**config.mk**
```make
export PLATFORM = sky130hd
export DESIGN_NAME = olfl_top
export DESIGN_NICKNAME = d
export VERILOG_FILES = /design/src/core/olfl_pkg.sv /design/src/core/olfl_ola_cnt.sv /design/src/core/olfl_sync.sv /design/src/core/olfl_top.sv
export SDC_FILE = /design/constraint.sdc
export NUM_CORES = 1
export LEC_CHECK = 0
export ABC_AREA = 1
export BUFFER_PORTS_ARGS = -buffer_cell sky130_fd_sc_hd__buf_2
export CAP_MARGIN = 20
export CORE_MARGIN = 2
export CORE_UTILIZATION = 30
export CTS_CLUSTER_SIZE = 25
export DETAILED_ROUTE_END_ITERATION = 12
export HOLD_SLACK_MARGIN = 0.15
export PLACE_DENSITY = 0.51
export SYNTH_ARGS = -nofsm -noshare
export SYNTH_HDL_FRONTEND = slang
export SYNTH_SLANG_ARGS = --single-unit
```
**constraint.sdc**
```tcl
create_clock -name pclk -period 2 [get_ports pclk]
set_clock_uncertainty 0.05 [all_clocks]
set_input_delay 0 -clock pclk [delete_from_list [all_inputs] [get_ports pclk]]
set_output_delay 0 -clock pclk [all_outputs]
set_load 0.05 [all_outputs]
```
**src/core/olfl_pkg.sv**
```systemverilog
package olfl_pkg;

  // ****************************************************************
  // Clock and timing
  // ****************************************************************
  localparam int OLFL_CLK_MHZ       = 250;
  localparam int OLFL_OLP_SHORT_US  = 300;
  localparam int OLFL_OLP_LONG_US   = 1200;
  localparam int OLFL_OLA_MISSES    = 3;
  localparam int OLFL_TCNT_W        = 20;

  // ****************************************************************
  // Register map
  // ****************************************************************
  localparam int OLFL_AW            = 8;
  localparam logic [7:0] OLFL_CTRL_ADDR = 8'h00;
  localparam logic [7:0] OLFL_STAT_ADDR = 8'h04;

  localparam int OLFL_CTRL_REQ      = 0;
  localparam int OLFL_CTRL_ACT_EN   = 1;
  localparam int OLFL_CTRL_DLY      = 2;
  localparam int OLFL_CTRL_TRSEL    = 3;
  localparam int OLFL_CTRL_CLR      = 4;

  localparam int OLFL_STAT_FAULT    = 0;
  localparam int OLFL_STAT_OPEN1    = 1;
  localparam int OLFL_STAT_OPEN2    = 2;
  localparam int OLFL_STAT_OTEMP    = 3;
  localparam int OLFL_STAT_ACTOPEN  = 4;
  localparam int OLFL_STAT_BUSY     = 5;
  localparam int OLFL_STAT_BRIDGE   = 6;

  // ****************************************************************
  // Control modes and sequencer states
  // ****************************************************************
  localparam logic [1:0] OLFL_MODE_INDEP = 2'h2;

  typedef enum logic [1:0] {
    PT_IDLE   = 2'b00,
    PT_PULLUP = 2'b01,
    PT_PULLDN = 2'b10
  } olfl_pt_state_t;

  typedef struct packed {
    logic thermal_recovery_sel;
    logic passive_test_delay_sel;
    logic active_test_enable;
    logic passive_test_request;
  } olfl_ctrl_t;

  typedef struct packed {
    logic [1:0] pulldown_comparator;
    logic [1:0] pullup_comparator;
    logic [1:0] mode_sel;
    logic       pwm_pulse_end;
    logic       overshoot_det;
    logic       overtemp_det;
    logic       motor_energized;
    logic       open_load_off_pin_n;
    logic       disable_pin;
    logic       sleep_pin_n;
  } olfl_pins_t;

  localparam int OLFL_PINS_W = 13;

endpackage : olfl_pkg

```
**src/core/olfl_ola_cnt.sv**
```systemverilog
`timescale 1ns/100ps
`default_nettype none
module olfl_ola_cnt
  import olfl_pkg::*;
#(
  parameter int MISSES = OLFL_OLA_MISSES
) (
  input  wire logic pclk,
  input  wire logic presetn,
  input  wire logic clear,
  input  wire logic enable,
  input  wire logic pulse_end,
  input  wire logic overshoot,
  output var  logic open_seen
);

  logic [3:0] misses;

  // ****************************************************************
  // Consecutive-miss counter
  // ****************************************************************
  // A single good pulse restarts the count, so one noisy PWM cycle
  // cannot report an open load on its own.
  always_ff @(posedge pclk or negedge presetn) begin
    if (!presetn) begin
      misses    <= 4'h0;
      open_seen <= 1'b0;
    end else if (clear || !enable) begin
      misses    <= 4'h0;
      open_seen <= 1'b0;
    end else if (pulse_end) begin
      if (overshoot) begin // [RULE_15]
        misses    <= 4'h0;
        open_seen <= 1'b0;
      end else if (misses < 4'(MISSES)) begin // [RULE_13]
        misses    <= misses + 4'h1;
        open_seen <= (misses + 4'h1) >= 4'(MISSES); // [RULE_15]
      end
    end
  end

endmodule : olfl_ola_cnt
`default_nettype wire

```
**src/core/olfl_sync.sv**
```systemverilog
`timescale 1ns/100ps
`default_nettype none
module olfl_sync #(
  parameter int W = 1
) (
  input  wire logic         pclk,
  input  wire logic         presetn,
  input  wire logic [W-1:0] async_in,
  output var  logic [W-1:0] sync_out
);

  logic [W-1:0] stage1;

  // ****************************************************************
  // Two flops per bit; the first stage feeds only the second.
  // ****************************************************************
  for (genvar i = 0; i < W; i++) begin : g_bit
    always_ff @(posedge pclk or negedge presetn) begin
      if (!presetn) begin
        stage1[i]   <= 1'b0;
        sync_out[i] <= 1'b0;
      end else begin
        stage1[i]   <= async_in[i];
        sync_out[i] <= stage1[i];
      end
    end
  end

endmodule : olfl_sync
`default_nettype wire

```
**src/core/olfl_top.sv**
```systemverilog
`timescale 1ns/100ps
`default_nettype none
// Function
// [RULE_01] Open load latches fault low until cleared
// [RULE_02] Delay select picks short or long test
// [RULE_03] Passive test in all modes, bridge off
// [RULE_04] Pin variant runs test at wake unless disabled
// [RULE_05] Host raises disable, waits, then requests test
// [RULE_06] Request bit returns to zero after duration
// [RULE_07] Request bit holds written value until done
// [RULE_08] Disable falling aborts test, no fault
// [RULE_09] No passive test while motor energized
// [RULE_10] Pull-up phase then pull-down phase
// [RULE_11] Both comparators open latch flags, pump runs
// [RULE_12] Clear-faults resets both output open flags
// [RULE_13] No overshoot between switch edges means open
// [RULE_14] Active test off until enable bit written
// [RULE_15] Three consecutive misses report; good pulse restarts
// [RULE_16] Pin variant: off pin gates both tests
// [RULE_17] Host avoids active test with low-side braking
// [RULE_18] Phase/enable and PWM use high-side recirculation
// [RULE_19] Overtemp disables bridge, latches flags, pump runs
// [RULE_20] Recovery select zero: wait for clear command
// [RULE_21] Recovery select one: resume, flag stays latched
// [RULE_22] Sleep pin low sleeps, rising wakes
// [RULE_23] Fault output low whenever fault present
// [RULE_24] Clear keeps flags whose cause persists
module olfl_top
  import olfl_pkg::*;
#(
  parameter bit PIN_VARIANT = 1'b0,
  parameter int PT_SHORT_CYC = OLFL_OLP_SHORT_US * OLFL_CLK_MHZ,
  parameter int PT_LONG_CYC  = OLFL_OLP_LONG_US * OLFL_CLK_MHZ
) (
  input  wire logic                      pclk,
  input  wire logic                      presetn,
  input  wire logic                      psel,
  input  wire logic                      penable,
  input  wire logic                      pwrite,
  input  wire logic [olfl_pkg::OLFL_AW-1:0] paddr,
  input  wire logic [31:0]               pwdata,
  output var  logic [31:0]               prdata,
  output var  logic                      pready,
  output var  logic                      pslverr,
  input  wire logic                      sleep_pin_n,
  input  wire logic                      disable_pin,
  input  wire logic                      open_load_off_pin_n,
  input  wire logic [1:0]                mode_sel,
  input  wire logic                      motor_energized,
  input  wire logic                      overtemp_det,
  input  wire logic                      overshoot_det,
  input  wire logic                      pwm_pulse_end,
  input  wire logic [1:0]                pullup_comparator,
  input  wire logic [1:0]                pulldown_comparator,
  output var  logic                      pullup_src_en,
  output var  logic                      pulldown_src_en,
  output var  logic                      bridge_enable,
  output var  logic                      charge_pump_en,
  output var  logic                      high_side_recirc,
  output var  logic                      fault_out_n_o,
  output var  logic                      fault_out_n_oe
);
  import olfl_pkg::*;

  // ****************************************************************
  // Input synchronisation
  // ****************************************************************
  olfl_pins_t pins_raw;
  olfl_pins_t pins;
  logic [OLFL_PINS_W-1:0] pins_sync;

  always_comb begin
    pins_raw.sleep_pin_n         = sleep_pin_n;
    pins_raw.disable_pin         = disable_pin;
    pins_raw.open_load_off_pin_n = open_load_off_pin_n;
    pins_raw.motor_energized     = motor_energized;
    pins_raw.overtemp_det        = overtemp_det;
    pins_raw.overshoot_det       = overshoot_det;
    pins_raw.pwm_pulse_end       = pwm_pulse_end;
    pins_raw.mode_sel            = mode_sel;
    pins_raw.pullup_comparator   = pullup_comparator;
    pins_raw.pulldown_comparator = pulldown_comparator;
  end

  olfl_sync #(
    .W (OLFL_PINS_W)
  ) u_sync (
    .pclk     (pclk),
    .presetn  (presetn),
    .async_in (pins_raw),
    .sync_out (pins_sync)
  );

  assign pins = olfl_pins_t'(pins_sync);

  // ****************************************************************
  // Sleep and wake
  // ****************************************************************
  logic awake;
  logic awake_d;
  logic waking;
  logic pulse_end_d;
  logic pulse_end_rise;

  assign awake = pins.sleep_pin_n; // [RULE_22]

  always_ff @(posedge pclk or negedge presetn) begin
    if (!presetn) begin
      awake_d     <= 1'b0;
      pulse_end_d <= 1'b0;
    end else begin
      awake_d     <= awake;
      pulse_end_d <= pins.pwm_pulse_end;
    end
  end

  assign waking         = awake && !awake_d; // [RULE_22]
  assign pulse_end_rise = pins.pwm_pulse_end && !pulse_end_d;

  // ****************************************************************
  // APB slave
  // ****************************************************************
  localparam logic TRSEL_RST = PIN_VARIANT;

  olfl_ctrl_t ctrl;
  logic       apb_setup;
  logic       apb_write;
  logic       addr_ctrl;
  logic       addr_stat;
  logic       clear_faults_bit;
  logic [31:0] stat_word;
  logic [31:0] ctrl_word;

  assign apb_setup = psel && !penable;
  assign apb_write = psel && penable && pready && pwrite;
  assign addr_ctrl = paddr == OLFL_CTRL_ADDR;
  assign addr_stat = paddr == OLFL_STAT_ADDR;
  assign clear_faults_bit = apb_write && addr_ctrl
                            && pwdata[OLFL_CTRL_CLR];

  always_ff @(posedge pclk or negedge presetn) begin
    if (!presetn) begin
      pready  <= 1'b0;
      pslverr <= 1'b0;
      prdata  <= 32'h0000_0000;
    end else begin
      pready  <= apb_setup;
      pslverr <= apb_setup && !addr_ctrl && !addr_stat;
      if (apb_setup && !pwrite) begin
        prdata <= addr_ctrl ? ctrl_word :
                  addr_stat ? stat_word : 32'h0000_0000;
      end else begin
        prdata <= 32'h0000_0000;
      end
    end
  end

  // ****************************************************************
  // Passive test sequencer
  // ****************************************************************
  olfl_pt_state_t pt_state;
  logic [OLFL_TCNT_W-1:0] pt_timer;
  logic [OLFL_TCNT_W-1:0] phase_len;
  logic [1:0] pu_hit;
  logic       pt_busy;
  logic       pt_allowed;
  logic       pt_start;
  logic       pt_abort;
  logic       pt_phase_end;
  logic       pt_done;
  logic       pin_pending;
  logic [1:0] open_found;

  // Each phase takes half of the selected test duration.
  assign phase_len = ctrl.passive_test_delay_sel ?
                     OLFL_TCNT_W'(PT_LONG_CYC / 2) :
                     OLFL_TCNT_W'(PT_SHORT_CYC / 2); // [RULE_02]

  assign pt_busy    = pt_state != PT_IDLE;
  assign pt_allowed = PIN_VARIANT ? !pins.open_load_off_pin_n : 1'b1;
  // The serial variant runs only while the host holds disable_pin high.
  assign pt_start   = awake && pt_state == PT_IDLE
                      && !pins.motor_energized // [RULE_09]
                      && (PIN_VARIANT ? (pin_pending && pt_allowed)
                          : (ctrl.passive_test_request
                             && pins.disable_pin)); // [RULE_05]
  assign pt_abort   = pt_busy && (pins.motor_energized
                      || (!PIN_VARIANT && !pins.disable_pin)); // [RULE_08]
  assign pt_phase_end = pt_busy && pt_timer == OLFL_TCNT_W'(0);
  assign pt_done    = pt_state == PT_PULLDN && pt_phase_end && !pt_abort;

  for (genvar i = 0; i < 2; i++) begin : g_open
    assign open_found[i] = pt_done && pu_hit[i]
                           && pins.pulldown_comparator[i]; // [RULE_11]
  end

  always_ff @(posedge pclk or negedge presetn) begin
    if (!presetn) begin
      pt_state <= PT_IDLE;
      pt_timer <= OLFL_TCNT_W'(0);
      pu_hit   <= 2'h0;
    end else if (!awake || pt_abort) begin
      pt_state <= PT_IDLE; // [RULE_08]
      pt_timer <= OLFL_TCNT_W'(0);
      pu_hit   <= 2'h0;
    end else begin
      unique case (pt_state)
        PT_IDLE: begin
          if (pt_start) begin
            pt_state <= PT_PULLUP; // [RULE_10]
            pt_timer <= phase_len - OLFL_TCNT_W'(1);
          end
        end
        PT_PULLUP: begin
          if (pt_phase_end) begin
            pu_hit   <= pins.pullup_comparator; // [RULE_10]
            pt_state <= PT_PULLDN;
            pt_timer <= phase_len - OLFL_TCNT_W'(1);
          end else begin
            pt_timer <= pt_timer - OLFL_TCNT_W'(1);
          end
        end
        PT_PULLDN: begin
          if (pt_phase_end) begin
            pt_state <= PT_IDLE;
          end else begin
            pt_timer <= pt_timer - OLFL_TCNT_W'(1);
          end
        end
        default: begin
          pt_state <= PT_IDLE;
        end
      endcase
    end
  end

  // In the pin variant, a pending run is armed at reset and at every wake from sleep.
  always_ff @(posedge pclk or negedge presetn) begin
    if (!presetn) begin
      pin_pending <= PIN_VARIANT;
    end else if (waking) begin
      pin_pending <= PIN_VARIANT; // [RULE_04]
    end else if (pt_start || (awake && !pt_allowed)) begin
      pin_pending <= 1'b0; // [RULE_04]
    end
  end

  // ****************************************************************
  // Control register
  // ****************************************************************
  // Sleep returns the control bits to their reset values.
  always_ff @(posedge pclk or negedge presetn) begin
    if (!presetn) begin
      ctrl <= '{thermal_recovery_sel: TRSEL_RST, default: 1'b0};
    end else if (!awake) begin
      ctrl <= '{thermal_recovery_sel: TRSEL_RST, default: 1'b0};
    end else begin
      if (apb_write && addr_ctrl) begin
        ctrl.active_test_enable     <= pwdata[OLFL_CTRL_ACT_EN]; // [RULE_14]
        ctrl.passive_test_delay_sel <= pwdata[OLFL_CTRL_DLY];
        ctrl.thermal_recovery_sel   <= pwdata[OLFL_CTRL_TRSEL];
      end
      // Once running, the request keeps its value until the test ends.
      if (pt_busy && (pt_done || pt_abort)) begin
        ctrl.passive_test_request <= 1'b0; // [RULE_06]
      end else if (apb_write && addr_ctrl && !pt_busy) begin
        ctrl.passive_test_request <= pwdata[OLFL_CTRL_REQ]; // [RULE_07]
      end
    end
  end

  // ****************************************************************
  // Active open-load test
  // ****************************************************************
  logic act_enable;
  logic act_open;

  assign act_enable = PIN_VARIANT ? !pins.open_load_off_pin_n // [RULE_16]
                      : ctrl.active_test_enable; // [RULE_14]

  olfl_ola_cnt #(
    .MISSES (OLFL_OLA_MISSES)
  ) u_ola (
    .pclk      (pclk),
    .presetn   (presetn),
    .clear     (!awake),
    .enable    (act_enable && bridge_enable),
    .pulse_end (pulse_end_rise),
    .overshoot (pins.overshoot_det),
    .open_seen (act_open)
  );

  // ****************************************************************
  // Fault flags
  // ****************************************************************
  logic [1:0] output_open_flag;
  logic       act_open_flag;
  logic       overtemp_flag;
  logic       tsd_shutdown;
  logic       any_fault;

  // Set beats clear, and a clear leaves act_open_flag and overtemp_flag set while their cause remains.
  always_ff @(posedge pclk or negedge presetn) begin
    if (!presetn) begin
      output_open_flag <= 2'h0;
      act_open_flag    <= 1'b0;
      overtemp_flag    <= 1'b0;
    end else if (!awake) begin
      output_open_flag <= 2'h0; // [RULE_01]
      act_open_flag    <= 1'b0;
      overtemp_flag    <= 1'b0;
    end else begin
      if (clear_faults_bit) begin
        output_open_flag <= open_found; // [RULE_12]
      end else begin
        output_open_flag <= output_open_flag | open_found; // [RULE_01]
      end
      if (act_open) begin
        act_open_flag <= 1'b1; // [RULE_15]
      end else if (clear_faults_bit) begin
        act_open_flag <= 1'b0; // [RULE_24]
      end
      if (pins.overtemp_det) begin
        overtemp_flag <= 1'b1; // [RULE_19]
      end else if (clear_faults_bit) begin
        overtemp_flag <= 1'b0; // [RULE_21]
      end
    end
  end

  // Thermal protection has no enable; only recovery is selectable.
  always_ff @(posedge pclk or negedge presetn) begin
    if (!presetn) begin
      tsd_shutdown <= 1'b0;
    end else if (!awake) begin
      tsd_shutdown <= 1'b0;
    end else if (pins.overtemp_det) begin
      tsd_shutdown <= 1'b1; // [RULE_19]
    end else if (ctrl.thermal_recovery_sel) begin
      tsd_shutdown <= 1'b0; // [RULE_21]
    end else if (clear_faults_bit) begin
      tsd_shutdown <= 1'b0; // [RULE_20]
    end
  end

  assign any_fault = |output_open_flag || act_open_flag || tsd_shutdown
                     || (overtemp_flag && !ctrl.thermal_recovery_sel);

  // ****************************************************************
  // Status word and control readback
  // ****************************************************************
  always_comb begin
    stat_word = 32'h0000_0000;
    stat_word[OLFL_STAT_FAULT]   = any_fault;
    stat_word[OLFL_STAT_OPEN1]   = output_open_flag[0];
    stat_word[OLFL_STAT_OPEN2]   = output_open_flag[1];
    stat_word[OLFL_STAT_OTEMP]   = overtemp_flag;
    stat_word[OLFL_STAT_ACTOPEN] = act_open_flag;
    stat_word[OLFL_STAT_BUSY]    = pt_busy;
    stat_word[OLFL_STAT_BRIDGE]  = bridge_enable;
    ctrl_word = 32'h0000_0000;
    ctrl_word[OLFL_CTRL_REQ]     = ctrl.passive_test_request;
    ctrl_word[OLFL_CTRL_ACT_EN]  = ctrl.active_test_enable;
    ctrl_word[OLFL_CTRL_DLY]     = ctrl.passive_test_delay_sel;
    ctrl_word[OLFL_CTRL_TRSEL]   = ctrl.thermal_recovery_sel;
  end

  // ****************************************************************
  // Output drivers
  // ****************************************************************
  // Open-load faults only report; sleep, thermal shutdown and a starting
  // or running passive test are the only things that hold the bridge off here.
  always_ff @(posedge pclk or negedge presetn) begin
    if (!presetn) begin
      pullup_src_en    <= 1'b0;
      pulldown_src_en  <= 1'b0;
      bridge_enable    <= 1'b0;
      charge_pump_en   <= 1'b0;
      high_side_recirc <= 1'b1;
      fault_out_n_o    <= 1'b0;
      fault_out_n_oe   <= 1'b0;
    end else begin
      pullup_src_en    <= pt_state == PT_PULLUP && !pt_abort; // [RULE_10]
      pulldown_src_en  <= pt_state == PT_PULLDN && !pt_abort; // [RULE_10]
      bridge_enable    <= awake && !tsd_shutdown // [RULE_19]
                          && !pt_busy && !pt_start; // [RULE_03]
      charge_pump_en   <= awake; // [RULE_11]
      high_side_recirc <= pins.mode_sel != OLFL_MODE_INDEP; // [RULE_18]
      fault_out_n_o    <= 1'b0;
      fault_out_n_oe   <= any_fault; // [RULE_23]
    end
  end

endmodule : olfl_top
`default_nettype wire

```
==> impl_metrics.py <==
metrics = {
    "outcome": {
        "status": "finished, final reports clean",
    },
    "critical_path": {
        "slowest_delay_ns": 0.34,
        "cp_max_fo": 5,
        "crit_chain": "inv_1, ha_4, nor2_1, nand3_1, nor2_4, nand3_1, o21ai_1, buf_4, nand2_1, nand2_1, nand2_1",
        "end_kind": "flop",
        "crit_family": "simple AND/OR/NAND/NOR gates",
        "crit_path_start_kind": "flop",
        "cp.arrival_ns": 2.02,
        "path_depth": 11,
        "critPathMostFrequentCell": "nand2_1",
        "worstSetupPathType": "reg -> reg",
        "crit_buf_inv": 2,
        "cp.required_ns": 2.18,
        "reg2reg_depth": 11,
        "slowest_stage": "dfrtp_1",
    },
    "logic_synthesis": {
        "async_reset_ff_frac": 1.00,
        "synth.largest_area_cell": "dfrtp_1",
        "syn_inst": 509,
        "seq_area_frac_synth": 0.480,
        "synth_cell_type_count": 39,
        "synth_ff_type": "dfrtp_1",
        "ys_ff_latch": 78,
        "ys_top_cells_by_area": "dfrtp_1 47%, nand2_1 15%, inv_1 5.6%, buf_4 5.2%, nand3_1 5.0%",
        "synth_top_area_frac": 0.474,
        "ys_warn_count": 0,
        "syn_area_um2": 4070,
        "syn_avg_cell_area_um2": 7.99,
        "synth_edf_count": 0,
    },
    "power": {
        "seqPwrFrac": 0.287,
        "p_comb_frac": 0.496,
        "ir_drop_mv": 0.523,
        "p_switching_mw": 3.13,
        "clockPowerShare": 0.217,
        "leakage_nw": 2.73,
        "netSwitchingFraction": 0.437,
        "powerDensity_nw_per_um2": 1360,
        "p_int_mw": 4.03,
    },
    "routing": {
        "first_pass_iters": 5,
        "routed_wl_um": 9760,
        "drc_errors": 0,
        "ant_nets": 0,
        "drtIter0Drc": 229,
        "post_drt_via_cell_ratio": 4.39,
        "routed-via-count": 3515,
        "routedWlPerCell_um": 12.2,
    },
    "sta": {
        "fin_ws_ns": 0.162,
        "max_freq_ghz": 0.544,
        "hold_viol": 0,
        "slew_violations": 0,
        "timing.final.crit_share": 0.919,
        "totalNegativeSetupSlack_ns": 0,
        "period_needed_ns": 1.84,
        "rsz0062_at_grt": "false",
        "setup_viol": 0,
        "whs_ns": 0.156,
    },
    "clocking": {
        "cts_setup_buffers": 0,
        "ctsRootBufferMaster": "clkbuf_16",
        "cts_tree": "done",
        "cts.clk_slew.worst_paths_ns": 0.07,
        "clock_latency_ns": 0.34,
        "cts_made_buffers": 9,
        "cts-htree-levels": 3,
        "cts.sinks": 78,
        "clock_path_buffers": 2,
    },
    "final_layout": {
        "area_growth_pct": 29.3,
        "layout.nets": 685,
        "drive_gt1_frac": 0.197,
        "final_cell_mix": "164 x nand2_1, 77 x dfrtp_1, 61 x inv_1",
        "antenna_cells": 0,
        "layout_commonest_cell": "nand2_1",
        "fin_area_um2": 5260,
    },
    "global_routing": {
        "antenna_found_initial": 0,
        "grt_pass1_vias": 3393,
        "grt_pass1_wl_um": 16400,
        "grt_overflow": 0,
        "grt_max_degree": 29,
        "grt_usage": 0.147,
    },
    "die": {
        "die_h_um": 120,
        "die_w_um": 120,
        "start_util": 0.307,
        "core_um2": 13200,
        "die_area_um2": 14500,
        "io_pins": 99,
        "rows": 42,
    },
    "placement": {
        "io_buffer_count": 44,
        "gp_congestion": 0.871,
        "hpwl_um": 7250,
        "dpl_cell_area_um2": 4620,
        "preCtsSetupSlack_ns": 0.0506,
    },
    "hold_path": {
        "min_path_type": "in -> async",
    },
    "run": {
        "maxCapViolCount": 0,
    },
}
cell type report:
cell class / instances / area, um^2
fill: 1342 / 7980
sequential: 78 / 1950
multi-input combinational: 360 / 1760
timing repair buffer: 107 / 808
clock buffer: 11 / 243
inverter: 63 / 236
tap: 176 / 220
clock inverter: 5 / 40.0
cell families (layout without fill, tap and decap cells):
logic type,count (synthesis),count (layout),share of synthesized area
xor gates and xnor gates,4,4,0.00861
adders and majority gates,8,8,0.0246
other,1,26,0.000922
buffers and inverters,96,186,0.120
DFF,78,78,0.480
AOI/OAI and AO/OA,45,45,0.0634
and+or+nand+nor,277,277,0.303
synthesized netlist by cell type, drive strengths merged, types with 3 or more instances:
cell type / number
a21oi: 10
buf: 32
dfrtp: 77
ha: 8
inv: 63
nand2: 170
nand3: 45
nor2: 46
nor3: 8
nor4: 3
o21ai: 28
metal layers:
metal / part of all wire / GRT usage / up-vias / routed length [um]
li1: - / - / 1756 / -
met1: 0.46 / 0.189 / 1656 / 4520
met2: 0.47 / 0.236 / 90 / 4570
met3: 0.044 / 0.0354 / 13 / 432
met4: 0.024 / 0.0632 / 0 / 233
met5: 0 / 0 / - / 0
power by group through the flow:
stage	clock network (mW)	logic, mW	registers [mW]
final	1.55	3.55	2.05
after global routing	1.67	4.03	2.09
after CTS	1.61	3.51	2.05
after detailed placement	0	3.45	2.08
after global placement	0	3.44	2.07
after floorplan	0	2.34	2.10
per-stage QoR:
step	utilization	power (mW)	instances
final	0.397	7.16	800
after CTS	0.394	7.17	800
after detailed placement	0.349	5.53	753
after floorplan	-	4.45	534
after global routing	0.397	7.79	800
after global placement	0.349	5.51	753
worst reg2reg max path: stages (launching register included):
cell and delay, ns:
dfrtp_1 0.34, inv_1 0.08, ha_4 0.19, nor2_1 0.11, nand3_1 0.12, nor2_4 0.16
nand3_1 0.10, o21ai_1 0.25, buf_4 0.17, nand2_1 0.05, nand2_1 0.06, nand2_1 0.04
worst paths after layout:
kind	from	endpoint	slack (ns)
min in group pclk	pulldown_comparator[0]	u_sync.stage1[11]	0.25
worst max-delay path	pt_state[0]	pt_timer[17]	0.16
worst min register to register	u_sync.stage1[0]	u_sync.sync_out[0]	0.30
worst max register to register	pt_state[0]	pt_timer[17]	0.16
max in group asynchronous	presetn	high_side_recirc	1.45
worst min-delay path	presetn	pt_timer[18]	0.16
registers in the layout, indices dropped and copies added (netlist names), 2 cells and up:
signal,cells
ctrl,3
pu_hit,2
u_sync.sync_out,12
u_ola.misses,4
output_open_flag,2
u_sync.stage1,12
prdata,7
pt_state,2
pt_timer,20
timing repair:
| action | 4_1_cts | 5_1_grt |
|---|---|---|
| endpoints found under the hold margin | 107 | 0 |
| hold buffers | 31 | 0 |
| resized for setup | 0 | 7 |
| setup endpoints to repair | 0 | 26 |
Note: power is estimated with default switching activity, not from simulation.
